## config.mk

```make
export PLATFORM = sky130hd
export DESIGN_NAME = cps_sequencer
export DESIGN_NICKNAME = d
export VERILOG_FILES = /design/src/cps_pkg.sv /design/src/cps_stream_if.sv /design/src/cps_code_buf.sv /design/src/cps_sequencer.sv
export SDC_FILE = /design/constraint.sdc
export NUM_CORES = 1
export LEC_CHECK = 0
export BUFFER_PORTS_ARGS = -buffer_cell sky130_fd_sc_hd__buf_2
export CORE_MARGIN = 2
export CORE_UTILIZATION = 53
export DETAILED_ROUTE_END_ITERATION = 12
export GPL_ROUTABILITY_DRIVEN = 0
export PLACE_DENSITY_LB_ADDON = 0.3
export SYNTH_ARGS = -nofsm -noshare
export SYNTH_HDL_FRONTEND = slang
export SYNTH_SLANG_ARGS = --single-unit
```

## constraint.sdc

```tcl
create_clock -name core_clk -period 3.8 [get_ports core_clk]
set_input_delay 0.57 -clock core_clk [delete_from_list [all_inputs] [get_ports core_clk]]
set_output_delay 0.57 -clock core_clk [all_outputs]
set_load 0.005 [all_outputs]
```

## src/cps_pkg.sv

```systemverilog
// shared constants and types of the codec process sequencer
package cps_pkg;

  // ---------------------------------------------------------------
  // strip and code buffer figures
  // ---------------------------------------------------------------
  localparam int LOW_FILL_PIXELS   = 16;    // nearly empty margin, pixels
  localparam int FIRST_STRIP_LINES = 8;     // lines in the first strip
  localparam int DEF_LINE_PIXELS   = 720;   // active pixels per line
  localparam int DEF_STRIP_PIXELS  = 16384; // strip buffer capacity
  localparam int DEF_NEAR_FULL     = 64;    // near full margin, pixels
  localparam int DEF_PIX_W         = 15;    // width of the fill count
  localparam int DEF_CODE_W        = 8;     // compressed code width
  localparam int BUF_ENTRIES       = 2;     // entries in the code buffer

  // ---------------------------------------------------------------
  // reset values
  // ---------------------------------------------------------------
  localparam logic FLAG_OFF_N = 1'b1;  // inactive level of low flags
  localparam logic FLAG_OFF   = 1'b0;  // inactive level of high flags

  // ---------------------------------------------------------------
  // modes and states
  // ---------------------------------------------------------------
  typedef enum logic [2:0] {
    CPS_COMPRESS, CPS_STATISTICAL, CPS_AUTO_TWO_PASS, CPS_TABLES_ONLY, CPS_DECOMPRESS
  } cps_mode_t;

  typedef enum logic [3:0] {
    CPS_IDLE, CPS_ARM, CPS_STAT_RUN, CPS_PASS2_WAIT, CPS_COMP_RUN,
    CPS_TABLES_RUN, CPS_DEC_ARM, CPS_DEC_RUN, CPS_AWAIT_SERVICE
  } cps_state_t;

endpackage

```

## src/cps_stream_if.sv

```systemverilog
// valid/ready stream carrier between sequencer and code buffer
`timescale 1ns/10ps
interface cps_stream_if #(
  parameter int W = 8
);
  logic [W-1:0] data;   // payload
  logic         valid;  // payload present
  logic         ready;  // sink takes payload

  modport src (output data, output valid, input ready);
  modport snk (input data, input valid, output ready);
endinterface

```

## src/cps_code_buf.sv

```systemverilog
// two-entry code buffer between the code bus and the decoder
`timescale 1ns/10ps
module cps_code_buf #(
  parameter int W = cps_pkg::DEF_CODE_W
) (
  input  wire logic core_clk,  // system clock
  input  wire logic reset,     // synchronous reset, high
  input  wire logic clk_en,    // freezes all state when low
  cps_stream_if.snk up,        // from code bus
  cps_stream_if.src dn         // to decoder
);
  import cps_pkg::*;

  // ---------------------------------------------------------------
  // storage
  // ---------------------------------------------------------------
  logic [W-1:0] mem [BUF_ENTRIES];
  logic [W-1:0] next_mem [BUF_ENTRIES];
  logic         wr_idx, next_wr_idx;
  logic         rd_idx, next_rd_idx;
  logic [1:0]   count, next_count;
  logic         push, pop;

  // handshakes gated by clk_en so no word moves while frozen
  always_comb begin
    up.ready    = clk_en && (count != 2'h2);
    dn.valid    = clk_en && (count != 2'h0);
    dn.data     = mem[rd_idx];
    push        = up.valid && up.ready;
    pop         = dn.valid && dn.ready;
    next_mem    = mem;
    next_wr_idx = wr_idx;
    next_rd_idx = rd_idx;
    next_count  = count;
    if (push) begin
      next_mem[wr_idx] = up.data;
      next_wr_idx      = ~wr_idx;
    end
    if (pop) begin
      next_rd_idx = ~rd_idx;
    end
    if (push && !pop) begin
      next_count = count + 2'h1;
    end else if (pop && !push) begin
      next_count = count - 2'h1;
    end
  end

  // registers only
  always_ff @(posedge core_clk) begin
    if (reset) begin
      wr_idx <= 1'b0;
      rd_idx <= 1'b0;
      count  <= 2'h0;
    end else if (clk_en) begin
      mem    <= next_mem;
      wr_idx <= next_wr_idx;
      rd_idx <= next_rd_idx;
      count  <= next_count;
    end
  end

endmodule // cps_code_buf

```

## src/cps_sequencer.sv

```systemverilog
// process-level sequencer for compression and decompression passes
// Contract
// - auto mode: statistical then compression, no done between
// - second pass starts at next vsync unconditionally
// - start sampled only in idle, none between passes
// - tables pass emits no frame, scan, entropy
// - tables pass started by start, then done, idle
// - idle: background shown, slave hold asserted
// - after decompress start fetch and decode code
// - no pixels out before selected vsync
// - decompress start releases hold, asserts low fill
// - low fill released once output can begin
// - strip near full halts pixels, backpressures code
// - decompress done at later of eoi, area end
// - corruption flagged at once, process still completes
// - corruption cleared with done on next start
// - masked corruption: back to idle sampling start
// - enabled corruption: irq, then frozen await service
// - decompress strip underflow flags corruption
// - fill first strip then stop until active
// - odd-field start waits odd vsync, else next
// - statistical pass writes no code, no hold
// - compress overflow or early vsync flags corruption
// - low fill means within sixteen pixels of underflow
`timescale 1ns/10ps
module cps_sequencer #(
  parameter int CODE_W       = cps_pkg::DEF_CODE_W,       // code word width
  parameter int LINE_PIXELS  = cps_pkg::DEF_LINE_PIXELS,  // pixels per line
  parameter int STRIP_PIXELS = cps_pkg::DEF_STRIP_PIXELS, // strip capacity
  parameter int NEAR_FULL    = cps_pkg::DEF_NEAR_FULL,    // near full margin
  parameter int PIX_W        = cps_pkg::DEF_PIX_W         // fill count width
) (
  input  wire logic              core_clk,        // system clock
  input  wire logic              reset,           // sync reset, high
  input  wire logic              clk_en,          // freezes state when low
  input  wire logic              start_n,         // start request, low
  input  wire logic              odd_field_n,     // odd-field qualifier, low
  input  wire cps_pkg::cps_mode_t mode_sel,       // process mode
  input  wire logic              code_master,     // 1: device masters code bus
  input  wire logic              corrupt_irq_en,  // corruption raises irq
  input  wire logic              irq_status_read, // host reads irq status
  input  wire logic              vsync,           // vertical sync level
  input  wire logic              field_edge_select, // 1 rising, 0 falling
  input  wire logic              odd_field_ind,   // current field is odd
  input  wire logic              stat_done,       // statistical pass over
  input  wire logic              comp_done,       // field compressed
  input  wire logic              tables_done,     // tables emitted
  input  wire logic              eoi_seen,        // decoder saw end of image
  input  wire logic              active_start,    // active area begins
  input  wire logic              active_end,      // active area over
  input  wire logic              line_due,        // first line of strip due
  input  wire logic              strip_overflow,  // strip overflow in encode
  input  wire logic [PIX_W-1:0]  strip_pixels,    // strip buffer fill
  input  wire logic              code_in_valid,   // code word offered
  input  wire logic [CODE_W-1:0] code_in_data,    // code word
  output logic                   code_in_ready,   // code word taken
  output logic                   code_fetch_en,   // master: fetch allowed
  output logic                   code_flow_hold_n,// slave: hold, low
  output logic                   dec_code_valid,  // code to decoder
  output logic [CODE_W-1:0]      dec_code_data,   // code to decoder
  input  wire logic              dec_code_ready,  // decoder takes code
  output logic                   process_done_n,  // completion, low
  output logic                   data_corrupt_n,  // corruption, low
  output logic                   host_irq,        // interrupt to host
  output logic                   strip_low_fill_n,// strip nearly empty, low
  output logic                   video_out_en,    // pixels on video bus
  output logic                   background_en,   // background colour out
  output logic                   code_write_en,   // encoder writes code
  output logic                   entropy_en,      // frame/scan/entropy on
  output logic                   tables_only_run, // tables-only segments
  output logic                   rate_update      // rate results update
);
  import cps_pkg::*;

  // ---------------------------------------------------------------
  // parameter checks
  // ---------------------------------------------------------------
  if (STRIP_PIXELS >= 2**PIX_W || CODE_W < 1 ||
      LINE_PIXELS * FIRST_STRIP_LINES + NEAR_FULL > STRIP_PIXELS) begin : g_bad
    $error("cps_sequencer: strip parameters cannot be served");
  end

  localparam logic [PIX_W-1:0] FIRST_FILL = PIX_W'(LINE_PIXELS * FIRST_STRIP_LINES);
  localparam logic [PIX_W-1:0] LINE_PIX   = PIX_W'(LINE_PIXELS);
  localparam logic [PIX_W-1:0] LOW_MARK   = PIX_W'(LOW_FILL_PIXELS);
  localparam logic [PIX_W-1:0] HALT_MARK  = PIX_W'(STRIP_PIXELS - NEAR_FULL);

  function automatic logic dec_state(input cps_state_t s);
    return (s == CPS_DEC_ARM) || (s == CPS_DEC_RUN);
  endfunction

  // ---------------------------------------------------------------
  // state
  // ---------------------------------------------------------------
  cps_state_t state, next_state;
  cps_mode_t  mode, next_mode;
  logic want_odd, next_want_odd;
  logic next_done_n, next_corrupt_n, next_host_irq, next_rate_update;
  logic vsync_q;
  logic eoi_flag, next_eoi_flag;
  logic area_flag, next_area_flag;
  logic fill_done, next_fill_done;
  logic active_on, next_active_on;
  logic field_edge, wait_edge, corrupt_evt, strip_halt, code_gate, finish;

  // field edge picked by the edge select; odd field gates the odd wait
  assign field_edge = field_edge_select ? (vsync & ~vsync_q) : (~vsync & vsync_q);
  assign wait_edge  = field_edge && (!want_odd || odd_field_ind);

  // corruption sources by process kind
  assign corrupt_evt =
    ((state == CPS_COMP_RUN) && (strip_overflow || field_edge)) ||
    ((state == CPS_DEC_RUN) && line_due && (strip_pixels < LINE_PIX));

  // sequencing and flags
  always_comb begin
    next_state       = state;
    next_mode        = mode;
    next_want_odd    = want_odd;
    next_done_n      = process_done_n;
    next_corrupt_n   = data_corrupt_n;
    next_host_irq    = host_irq;
    next_rate_update = 1'b0;
    next_eoi_flag    = eoi_flag;
    next_area_flag   = area_flag;
    next_fill_done   = fill_done;
    next_active_on   = active_on;
    finish           = 1'b0;
    case (state)
      CPS_IDLE: begin
        // start looked at only here, once per clock; held or pulsed alike
        if (!start_n) begin
          next_done_n    = FLAG_OFF_N;
          next_corrupt_n = FLAG_OFF_N;
          next_mode      = mode_sel;
          next_want_odd  = !odd_field_n;
          next_eoi_flag  = 1'b0;
          next_area_flag = 1'b0;
          next_fill_done = 1'b0;
          next_active_on = 1'b0;
          next_state     = (mode_sel == CPS_DECOMPRESS) ? CPS_DEC_ARM : CPS_ARM;
        end
      end
      CPS_ARM: begin
        if (wait_edge) begin
          case (mode)
            CPS_STATISTICAL, CPS_AUTO_TWO_PASS: next_state = CPS_STAT_RUN;
            CPS_TABLES_ONLY:                    next_state = CPS_TABLES_RUN;
            default:                            next_state = CPS_COMP_RUN;
          endcase
        end
      end
      CPS_STAT_RUN: begin
        if (stat_done) begin
          next_rate_update = 1'b1;
          if (mode == CPS_AUTO_TWO_PASS) begin
            next_state = CPS_PASS2_WAIT;
          end else begin
            finish = 1'b1;
          end
        end
      end
      CPS_PASS2_WAIT: begin
        // start and odd field deliberately not looked at here
        if (field_edge) begin
          next_state = CPS_COMP_RUN;
        end
      end
      CPS_COMP_RUN: begin
        if (comp_done) begin
          next_rate_update = 1'b1;
          finish           = 1'b1;
        end
      end
      CPS_TABLES_RUN: begin
        if (tables_done) begin
          finish = 1'b1;
        end
      end
      CPS_DEC_ARM: begin
        if (wait_edge) begin
          next_state = CPS_DEC_RUN;
        end
      end
      CPS_DEC_RUN: begin
        if (active_start) begin
          next_active_on = 1'b1;
        end
        if (eoi_seen) begin
          next_eoi_flag = 1'b1;
        end
        if (active_end) begin
          next_area_flag = 1'b1;
        end
        // done waits for whichever of the two events comes last
        if ((eoi_flag || eoi_seen) && (area_flag || active_end)) begin
          finish = 1'b1;
        end
      end
      CPS_AWAIT_SERVICE: begin
        // frozen: start ignored until the host reads its status
        if (irq_status_read) begin
          next_host_irq = FLAG_OFF;
          next_state    = CPS_IDLE;
        end
      end
      default: next_state = CPS_IDLE;
    endcase
    // the first strip counts as filled once eight lines are present
    if (dec_state(state) && (strip_pixels >= FIRST_FILL)) begin
      next_fill_done = 1'b1;
    end
    // set after any clear so a same-cycle event is never lost
    if (corrupt_evt) begin
      next_corrupt_n = 1'b0;
      if (corrupt_irq_en) begin
        next_host_irq = 1'b1;
      end
    end
    if (finish) begin
      next_done_n = 1'b0;
      next_state  = next_host_irq ? CPS_AWAIT_SERVICE : CPS_IDLE;
    end
  end

  // registers only
  always_ff @(posedge core_clk) begin
    if (reset) begin
      state          <= CPS_IDLE;
      mode           <= CPS_COMPRESS;
      want_odd       <= 1'b0;
      process_done_n <= FLAG_OFF_N;
      data_corrupt_n <= FLAG_OFF_N;
      host_irq       <= FLAG_OFF;
      rate_update    <= FLAG_OFF;
      vsync_q        <= 1'b0;
      eoi_flag       <= 1'b0;
      area_flag      <= 1'b0;
      fill_done      <= 1'b0;
      active_on      <= 1'b0;
    end else if (clk_en) begin
      state          <= next_state;
      mode           <= next_mode;
      want_odd       <= next_want_odd;
      process_done_n <= next_done_n;
      data_corrupt_n <= next_corrupt_n;
      host_irq       <= next_host_irq;
      rate_update    <= next_rate_update;
      vsync_q        <= vsync;
      eoi_flag       <= next_eoi_flag;
      area_flag      <= next_area_flag;
      fill_done      <= next_fill_done;
      active_on      <= next_active_on;
    end
  end

  // ---------------------------------------------------------------
  // code path
  // ---------------------------------------------------------------
  cps_stream_if #(.W(CODE_W)) cin ();
  cps_stream_if #(.W(CODE_W)) cout ();

  cps_code_buf #(.W(CODE_W)) u_buf (
    .core_clk (core_clk),
    .reset    (reset),
    .clk_en   (clk_en),
    .up       (cin),
    .dn       (cout)
  );

  // code flows while decoding, paused after first strip until active
  assign code_gate     = dec_state(state) && (!fill_done || active_on);
  assign cin.valid     = code_in_valid && code_gate;
  assign cin.data      = code_in_data;
  assign code_in_ready = cin.ready && code_gate;
  assign code_fetch_en = code_master && code_in_ready;

  // near full halts the decoder; the buffer then fills and holds code
  assign strip_halt     = (strip_pixels >= HALT_MARK);
  assign cout.ready     = dec_code_ready && !strip_halt;
  assign dec_code_valid = cout.valid && !strip_halt;
  assign dec_code_data  = cout.data;

  // ---------------------------------------------------------------
  // status outputs
  // ---------------------------------------------------------------
  // slave hold: held in idle, arm and await service, follows the buffer when decoding
  always_comb begin
    if (code_master) begin
      code_flow_hold_n = 1'b1;
    end else if (dec_state(state)) begin
      code_flow_hold_n = code_in_ready;
    end else begin
      code_flow_hold_n = (state == CPS_STAT_RUN) || (state == CPS_PASS2_WAIT) ||
                         (state == CPS_COMP_RUN) || (state == CPS_TABLES_RUN);
    end
  end

  // low fill until first strip is there, then on the 16-pixel margin
  assign strip_low_fill_n = !dec_state(state) ||
                            (fill_done && (strip_pixels > LOW_MARK));
  assign video_out_en     = (state == CPS_DEC_RUN);
  assign background_en    = !video_out_en;
  assign code_write_en    = (state == CPS_COMP_RUN) || (state == CPS_TABLES_RUN);
  assign entropy_en       = (state == CPS_COMP_RUN) || (state == CPS_STAT_RUN);
  assign tables_only_run  = (state == CPS_TABLES_RUN);
endmodule // cps_sequencer

```

# --- After elaboration in Yosys (flattened, before gate mapping) ---
# Cells that the tools add are included.
word_totals:
  regBits: 37
  input_bits: 47
  out_inout_bits: 22
  elab_cells: 174
classes:
  n_addsub: 2
  n_lt_le_gt_ge: 7
  eq_ne: 28
  muxes: 48
  bitwise_logic: 10
  reduce_logical: 62
ops:
  columns: ["op", "count"]
  rows:
  - ["$mux W4", 9]
  - ["$mux W8", 4]
  - ["$pmux W4 S7", 1]
  - ["$mux W1", 23]
  - ["$ne A3 B3 Y1 const B", 7]
  - ["$logic_and A1 B1 Y1", 20]
  - ["$bwmux W16", 1]
  - ["$eq A4 B3 Y1 const B", 4]
  - ["$ge A15 B13 Y1 const B", 1]
  - ["$ge A15 B14 Y1 const B", 1]
  - ["$gt A15 B5 Y1 const B", 1]
  - ["$lt A15 B10 Y1 const B", 1]
  - ["$reduce_and A3 Y1", 5]
  - ["$logic_or A1 B1 Y1", 13]
  - ["$reduce_and A4 Y1", 3]
  - ["$reduce_bool A2 Y1", 6]
  - ["$ne A2 B2 Y1 const B", 5]
  - ["$reduce_and A9 Y1", 1]
  - ["$demux W8 S1", 1]
  - ["$eq A4 B2 Y1 const B", 2]
  - ["$logic_not A1 Y1", 8]
  - ["$ne A2 B1 Y1 const B", 4]
  - ["$pmux W1 S2", 4]
  - ["$eq A3 B2 Y1 const B", 2]
  - ["19 further kinds", 30]

# --- Depth between registers and ports, before layout ---
depth:
  ltp_word: 9
  ltp_mapped: 10
  depth_no_buf: 9

# --- Cells and area by module ---
# Synthesis repeated with hierarchy kept, for this count alone.
hier_totals:
  cells_unflattened: 201
  hier_area_um2: 2015.7
by_module_without_submodules:
  columns: ["module", "instances", "cells_per_inst", "area_each_um2", "seq_area_each_um2"]
  rows:
  - ["cps_sequencer", 1, 148, 1208.7, 340.3]
  - ["cps_code_buf", 1, 53, 807.0, 560.5]

# --- Least setup slack after synthesis ---
# Ideal clock, no wire load.
synth_path:
  path_type: "input-to-reg"
  startpoint: "input clk_en"
  endpoint: "register u_buf.mem[0] (netlist name) (enable)"
  t_arrival_ps: 1845
  required_ps: 3415
  slack_ps: 1570
  path_stages: 4
  path_buffers: 0
  path_cell_list: "nand4b_1 > a221oi_2 > nand2_1 > nor3b_1"
synth_via:
  elab_chain_cells: 3
synth_rtl:
  columns: ["item", "line", "source"]
  rows:
  - ["from (decl)", "cps_sequencer.sv:35", "input wire logic clk_en,"]
  - ["$logic_and A1 B1 Y1", "cps_code_buf.sv:26", "up.ready = clk_en && (count != 2'h2);"]
  - ["$logic_and A1 B1 Y1", "cps_code_buf.sv:29", "push = up.valid && up.ready;"]
  - ["$reduce_and A3 Y1 (no line) *", null, null]
  - ["to (signal assigned)", "cps_code_buf.sv:56", "mem <= next_mem;"]
  - ["to (decl)", "cps_code_buf.sv:17", "logic [W-1:0] mem [BUF_ENTRIES];"]
# Every way passes the cells marked *; elsewhere a longest branch is shown, timed or not.
# A chain may end at the register's enable or synchronous reset.

# --- Worst setup path after layout ---
layout_path:
  startpoint: "register state[1]"
  endpoint: "output code_fetch_en"
layout_via:
  elab_chain_cells: 5
layout_rtl:
  columns: ["item", "line", "source"]
  rows:
  - ["from (decl)", "cps_sequencer.sv:95", "cps_state_t state, next_state;"]
  - ["from (signal assigned)", "cps_sequencer.sv:242", "state <= next_state;"]
  - ["$eq A4 B3 Y1", "cps_sequencer.sv:89", "return (s == CPS_DEC_ARM) || (s == CPS_DEC_RUN);"]
  - ["$logic_or A1 B1 Y1 *", "cps_sequencer.sv:89", null]
  - ["$logic_and A1 B1 Y1 *", "cps_sequencer.sv:272", "assign code_gate = dec_state(state) && (!fill_done || active_on);"]
  - ["$logic_and A1 B1 Y1 *", "cps_sequencer.sv:275", "assign code_in_ready = cin.ready && code_gate;"]
  - ["$logic_and A1 B1 Y1 *", "cps_sequencer.sv:276", "assign code_fetch_en = code_master && code_in_ready;"]
  - ["to (decl)", "cps_sequencer.sv:57", "output logic code_fetch_en,"]
# Marks and branches as above.

==> results.md <==
- Status: completed
- Synth Area in Compound Gates: 0.187
- Tot Pwr: 888 uW
- Xor-xnor portion of the synthesized cell area: 0.0315
- Hold path startpoint: odd_field_n
- Cts repair resizes: 0
- Most area-consuming cells after synthesis: edfxtp_1, dfxtp_1, nor2_1, mux2_2, a21oi_1
- Setup TNS: 0 ps
- # diodes: 0
- Top cell type's share of synthesized area: 0.246
- First DRT Iteration DRCs: 112
- Tcrit/Tclk final: 0.619
- Clock buffer depth: 2
- Multi-input logic area: about 1000 sq um
- Worst slew pin tran: between 600 and 700 ps
- # fillers: 302
- Post-synthesis mux area share: 0.0616
- Leading area contributor after synthesis: edfxtp_1
- Slew margin rel.: 0.548
- Clock sink count: 37
- Post-synth top cells: nor2_1, dfxtp_1, edfxtp_1
- CP startpoint kind: flip-flop
- Worst Setup End Kind: output port
- Total Wirelength: between 4000 and 5000 microns
- Clock Skews: 8.37 ps
- Die W: 64.6 microns
- Via density: 5.66
- Worst r2r path cells: 9
- Vias in the first global route: 1668
- IO Pins: between 60 and 70
- Clk root buf: clkbuf_8
- Total grt overflow: 0
- R2R Setup Slk: around 1500 ps
- WHS Path Cells: 2
- Power per cell area: 369 nW/um^2
- Initial Util: 0.541
- # nets final: just over 300
- First-pass GRT wire length: 7450 microns
- Post-synthesis register bit count: 37
- WL per Instance: 14.2 microns
- Top-count cell post-synth: nor2_1
- Synth cell types: 52
- Yosys warnings: 0
- Number of synthesized flops with an enable pin: 16
- Largest net degree at the start of global routing: 27
- Hold Crit Endpoint: want_odd$_SDFFE_PP0P_
- Reg-to-reg startpoint: state[1]$_SDFFE_PP0P_
- Crit path arrival time: 1780 ps
- Post-DP HPWL: 3300 microns
- CTS tree: done
- Cts-stage hold buffer count: 0
- Synth Flop Type: dfxtp_1
- Adder-cell share of the synthesized area: 0.00642
- Leakage power: 0.000985 uW
- Final Critical Period: 2350 ps
- # DRC: 0
- Die footprint: 4180 sq um
- Setup slack at placement: 1410 ps
- Post-synthesis cell count: between 150 and 200
- Syn Area/Cell: 9.95 sq um
- FF/Latch Area: 901 sq um
- Antenna violations before repair: 0
- Final setup viols: 0
- IO buf count: 68
- Synth async-reset ratio: 0
- Simple-gate area share of the yosys netlist: 0.214
- Die height: 64.6 microns
- Max Cap Violations: 0
- First drt pass iteration count: 4
- H-tree lvl count: 2
- Reg clk slew, reported paths: 70 ps
- Max Clock Freq: between 0.4 and 0.5 GHz
- Syn nets: 244
- Hold Path Class: primary input to flip-flop
- Synth-to-layout area growth: 23.6%
- Final Hold Fails: 0
- Detailed-route via count: ~1800
- Latest clock arrival within the worst-skew pair: 280 ps
- Layout cells sized above 1: 0.364
- Row count: 22
- Setup slack after layout: 1450 ps
- Crit path max fanout: 14
- Number of max-slew violations in the final report: 0
- Peak supply drop: 0.320 mV
- Critical path class: flip-flop to output port
- Cts bufs inserted: 5
- Total track usage: 0.226
- Post-CTS Setup Inserts: 0
- Critical R2R Capture: u_buf.count[1]$_SDFFE_PP0P_
- Netlist Area Pre-Place: between 1500 and 2000 sq um
- CP cell instances: nand4b_1 -> a221oi_2 -> and2_1 -> buf_2
- RSZ-0062 raised after global routing: false
- Critical path's largest stage delay: 650 ps
- Routed Antenna Nets: 0
- Sequential share of the synthesized area: 0.462
- WP data required: 3230 ps
- Slowest stage cell, crit path: dfxtp_1
- CORE AREA: 3610 sq um
- Largest family of logic cells by synthesized area: simple AND/OR/NAND/NOR gates
-- cell type report --
cell class                      count  share of cell area
Sequential cell                    37               0.374
Tap cell                           48              0.0249
Timing Repair Buffer               70               0.148
Inverter                            8              0.0125
Clock buffer                        5              0.0286
Multi-Input combinational cell    141               0.405
Clock inverter                      3             0.00727
-- cells in the final DEF (no fill, tap or decap), types with 3 or more instances in the layout --
master / count
edfxtp_1: 16
xor2_1: 4
nand2_1: 10
nand2b_1: 5
a211oi_1: 5
nor2_1: 27
xnor2_1: 3
or3_1: 3
dfxtp_1: 21
clkbuf_8: 5
a21oi_1: 9
nand4_1: 4
buf_2: 68
mux2i_1: 3
o21ai_0: 4
a22oi_1: 3
mux2_2: 8
nor3b_1: 3
inv_1: 8
nor4_1: 3
nor2b_1: 3
nor3_1: 5
-- critical path, delay by kind of cell, from the launching register on --
kind,cells,cell delay [ps]
AOI/OAI and AO/OA,1,320
DFF,1,650
buffers and inverters,1,100
and+or+nand+nor,2,430
-- stage by stage --
| stage | utilization | hold slack (ps) | cell area (sq um) | instances |
|---|---|---|---|---|
| global placement | 0.644 | 462 | 2320 | 304 |
| detailed placement | 0.644 | 467 | 2320 | 304 |
| CTS | 0.668 | 461 | 2410 | 312 |
| floorplan | - | 450 | 1950 | 196 |
| global route | 0.668 | 463 | 2410 | 312 |
| finish | 0.668 | 466 | 2410 | 312 |
-- routing by layer --
layer	up-vias	share of wire	global-route usage
li1	872	-	-
met1	825	0.44	0.291
met2	66	0.49	0.387
met3	4	0.070	0.0556
met4	0	0.0070	0.0505
met5	-	0	0
-- cell families (layout without fill, tap and decap cells) --
family,Yosys count,in the layout
flops,37,37
compound gates,45,45
fa+ha+maj,1,1
mux,11,11
buf+inv,18,86
simple gates,77,77
xor+xnor,7,7
-- sequential cells by signal, indices dropped and copies added, names as in the netlist --
register,count
fill_done,1
u_buf.count,2
area_flag,1
mode,3
active_on,1
eoi_flag,1
u_buf.rd_idx,1
process_done_n,1
host_irq,1
data_corrupt_n,1
want_odd,1
rate_update,1
u_buf.mem,16
u_buf.wr_idx,1
vsync_q,1
state,4
-- how the worst max path moves through the flow --
| stage | end | from |
|---|---|---|
| floorplan | u_buf.mem[0]$_DFFE_PP_ | clk_en |
| global placement | u_buf.count[1]$_SDFFE_PP0P_ | clk_en |
| detailed placement | u_buf.count[1]$_SDFFE_PP0P_ | clk_en |
| CTS | code_fetch_en | state[1]$_SDFFE_PP0P_ |
| global route | u_buf.count[1]$_SDFFE_PP0P_ | state[1]$_SDFFE_PP0P_ |
| finish | code_fetch_en | state[1]$_SDFFE_PP0P_ |
-- where the power goes --
group | total [uW] | switching (uW) | internal (uW) | leakage, uW
registers | 454 | 27.5 | 427 | 0.000314
clock network | 256 | 129 | 126 | 0.0000455
logic | 178 | 98.1 | 80.4 | 0.000625
(Power assumes the default switching activity.)
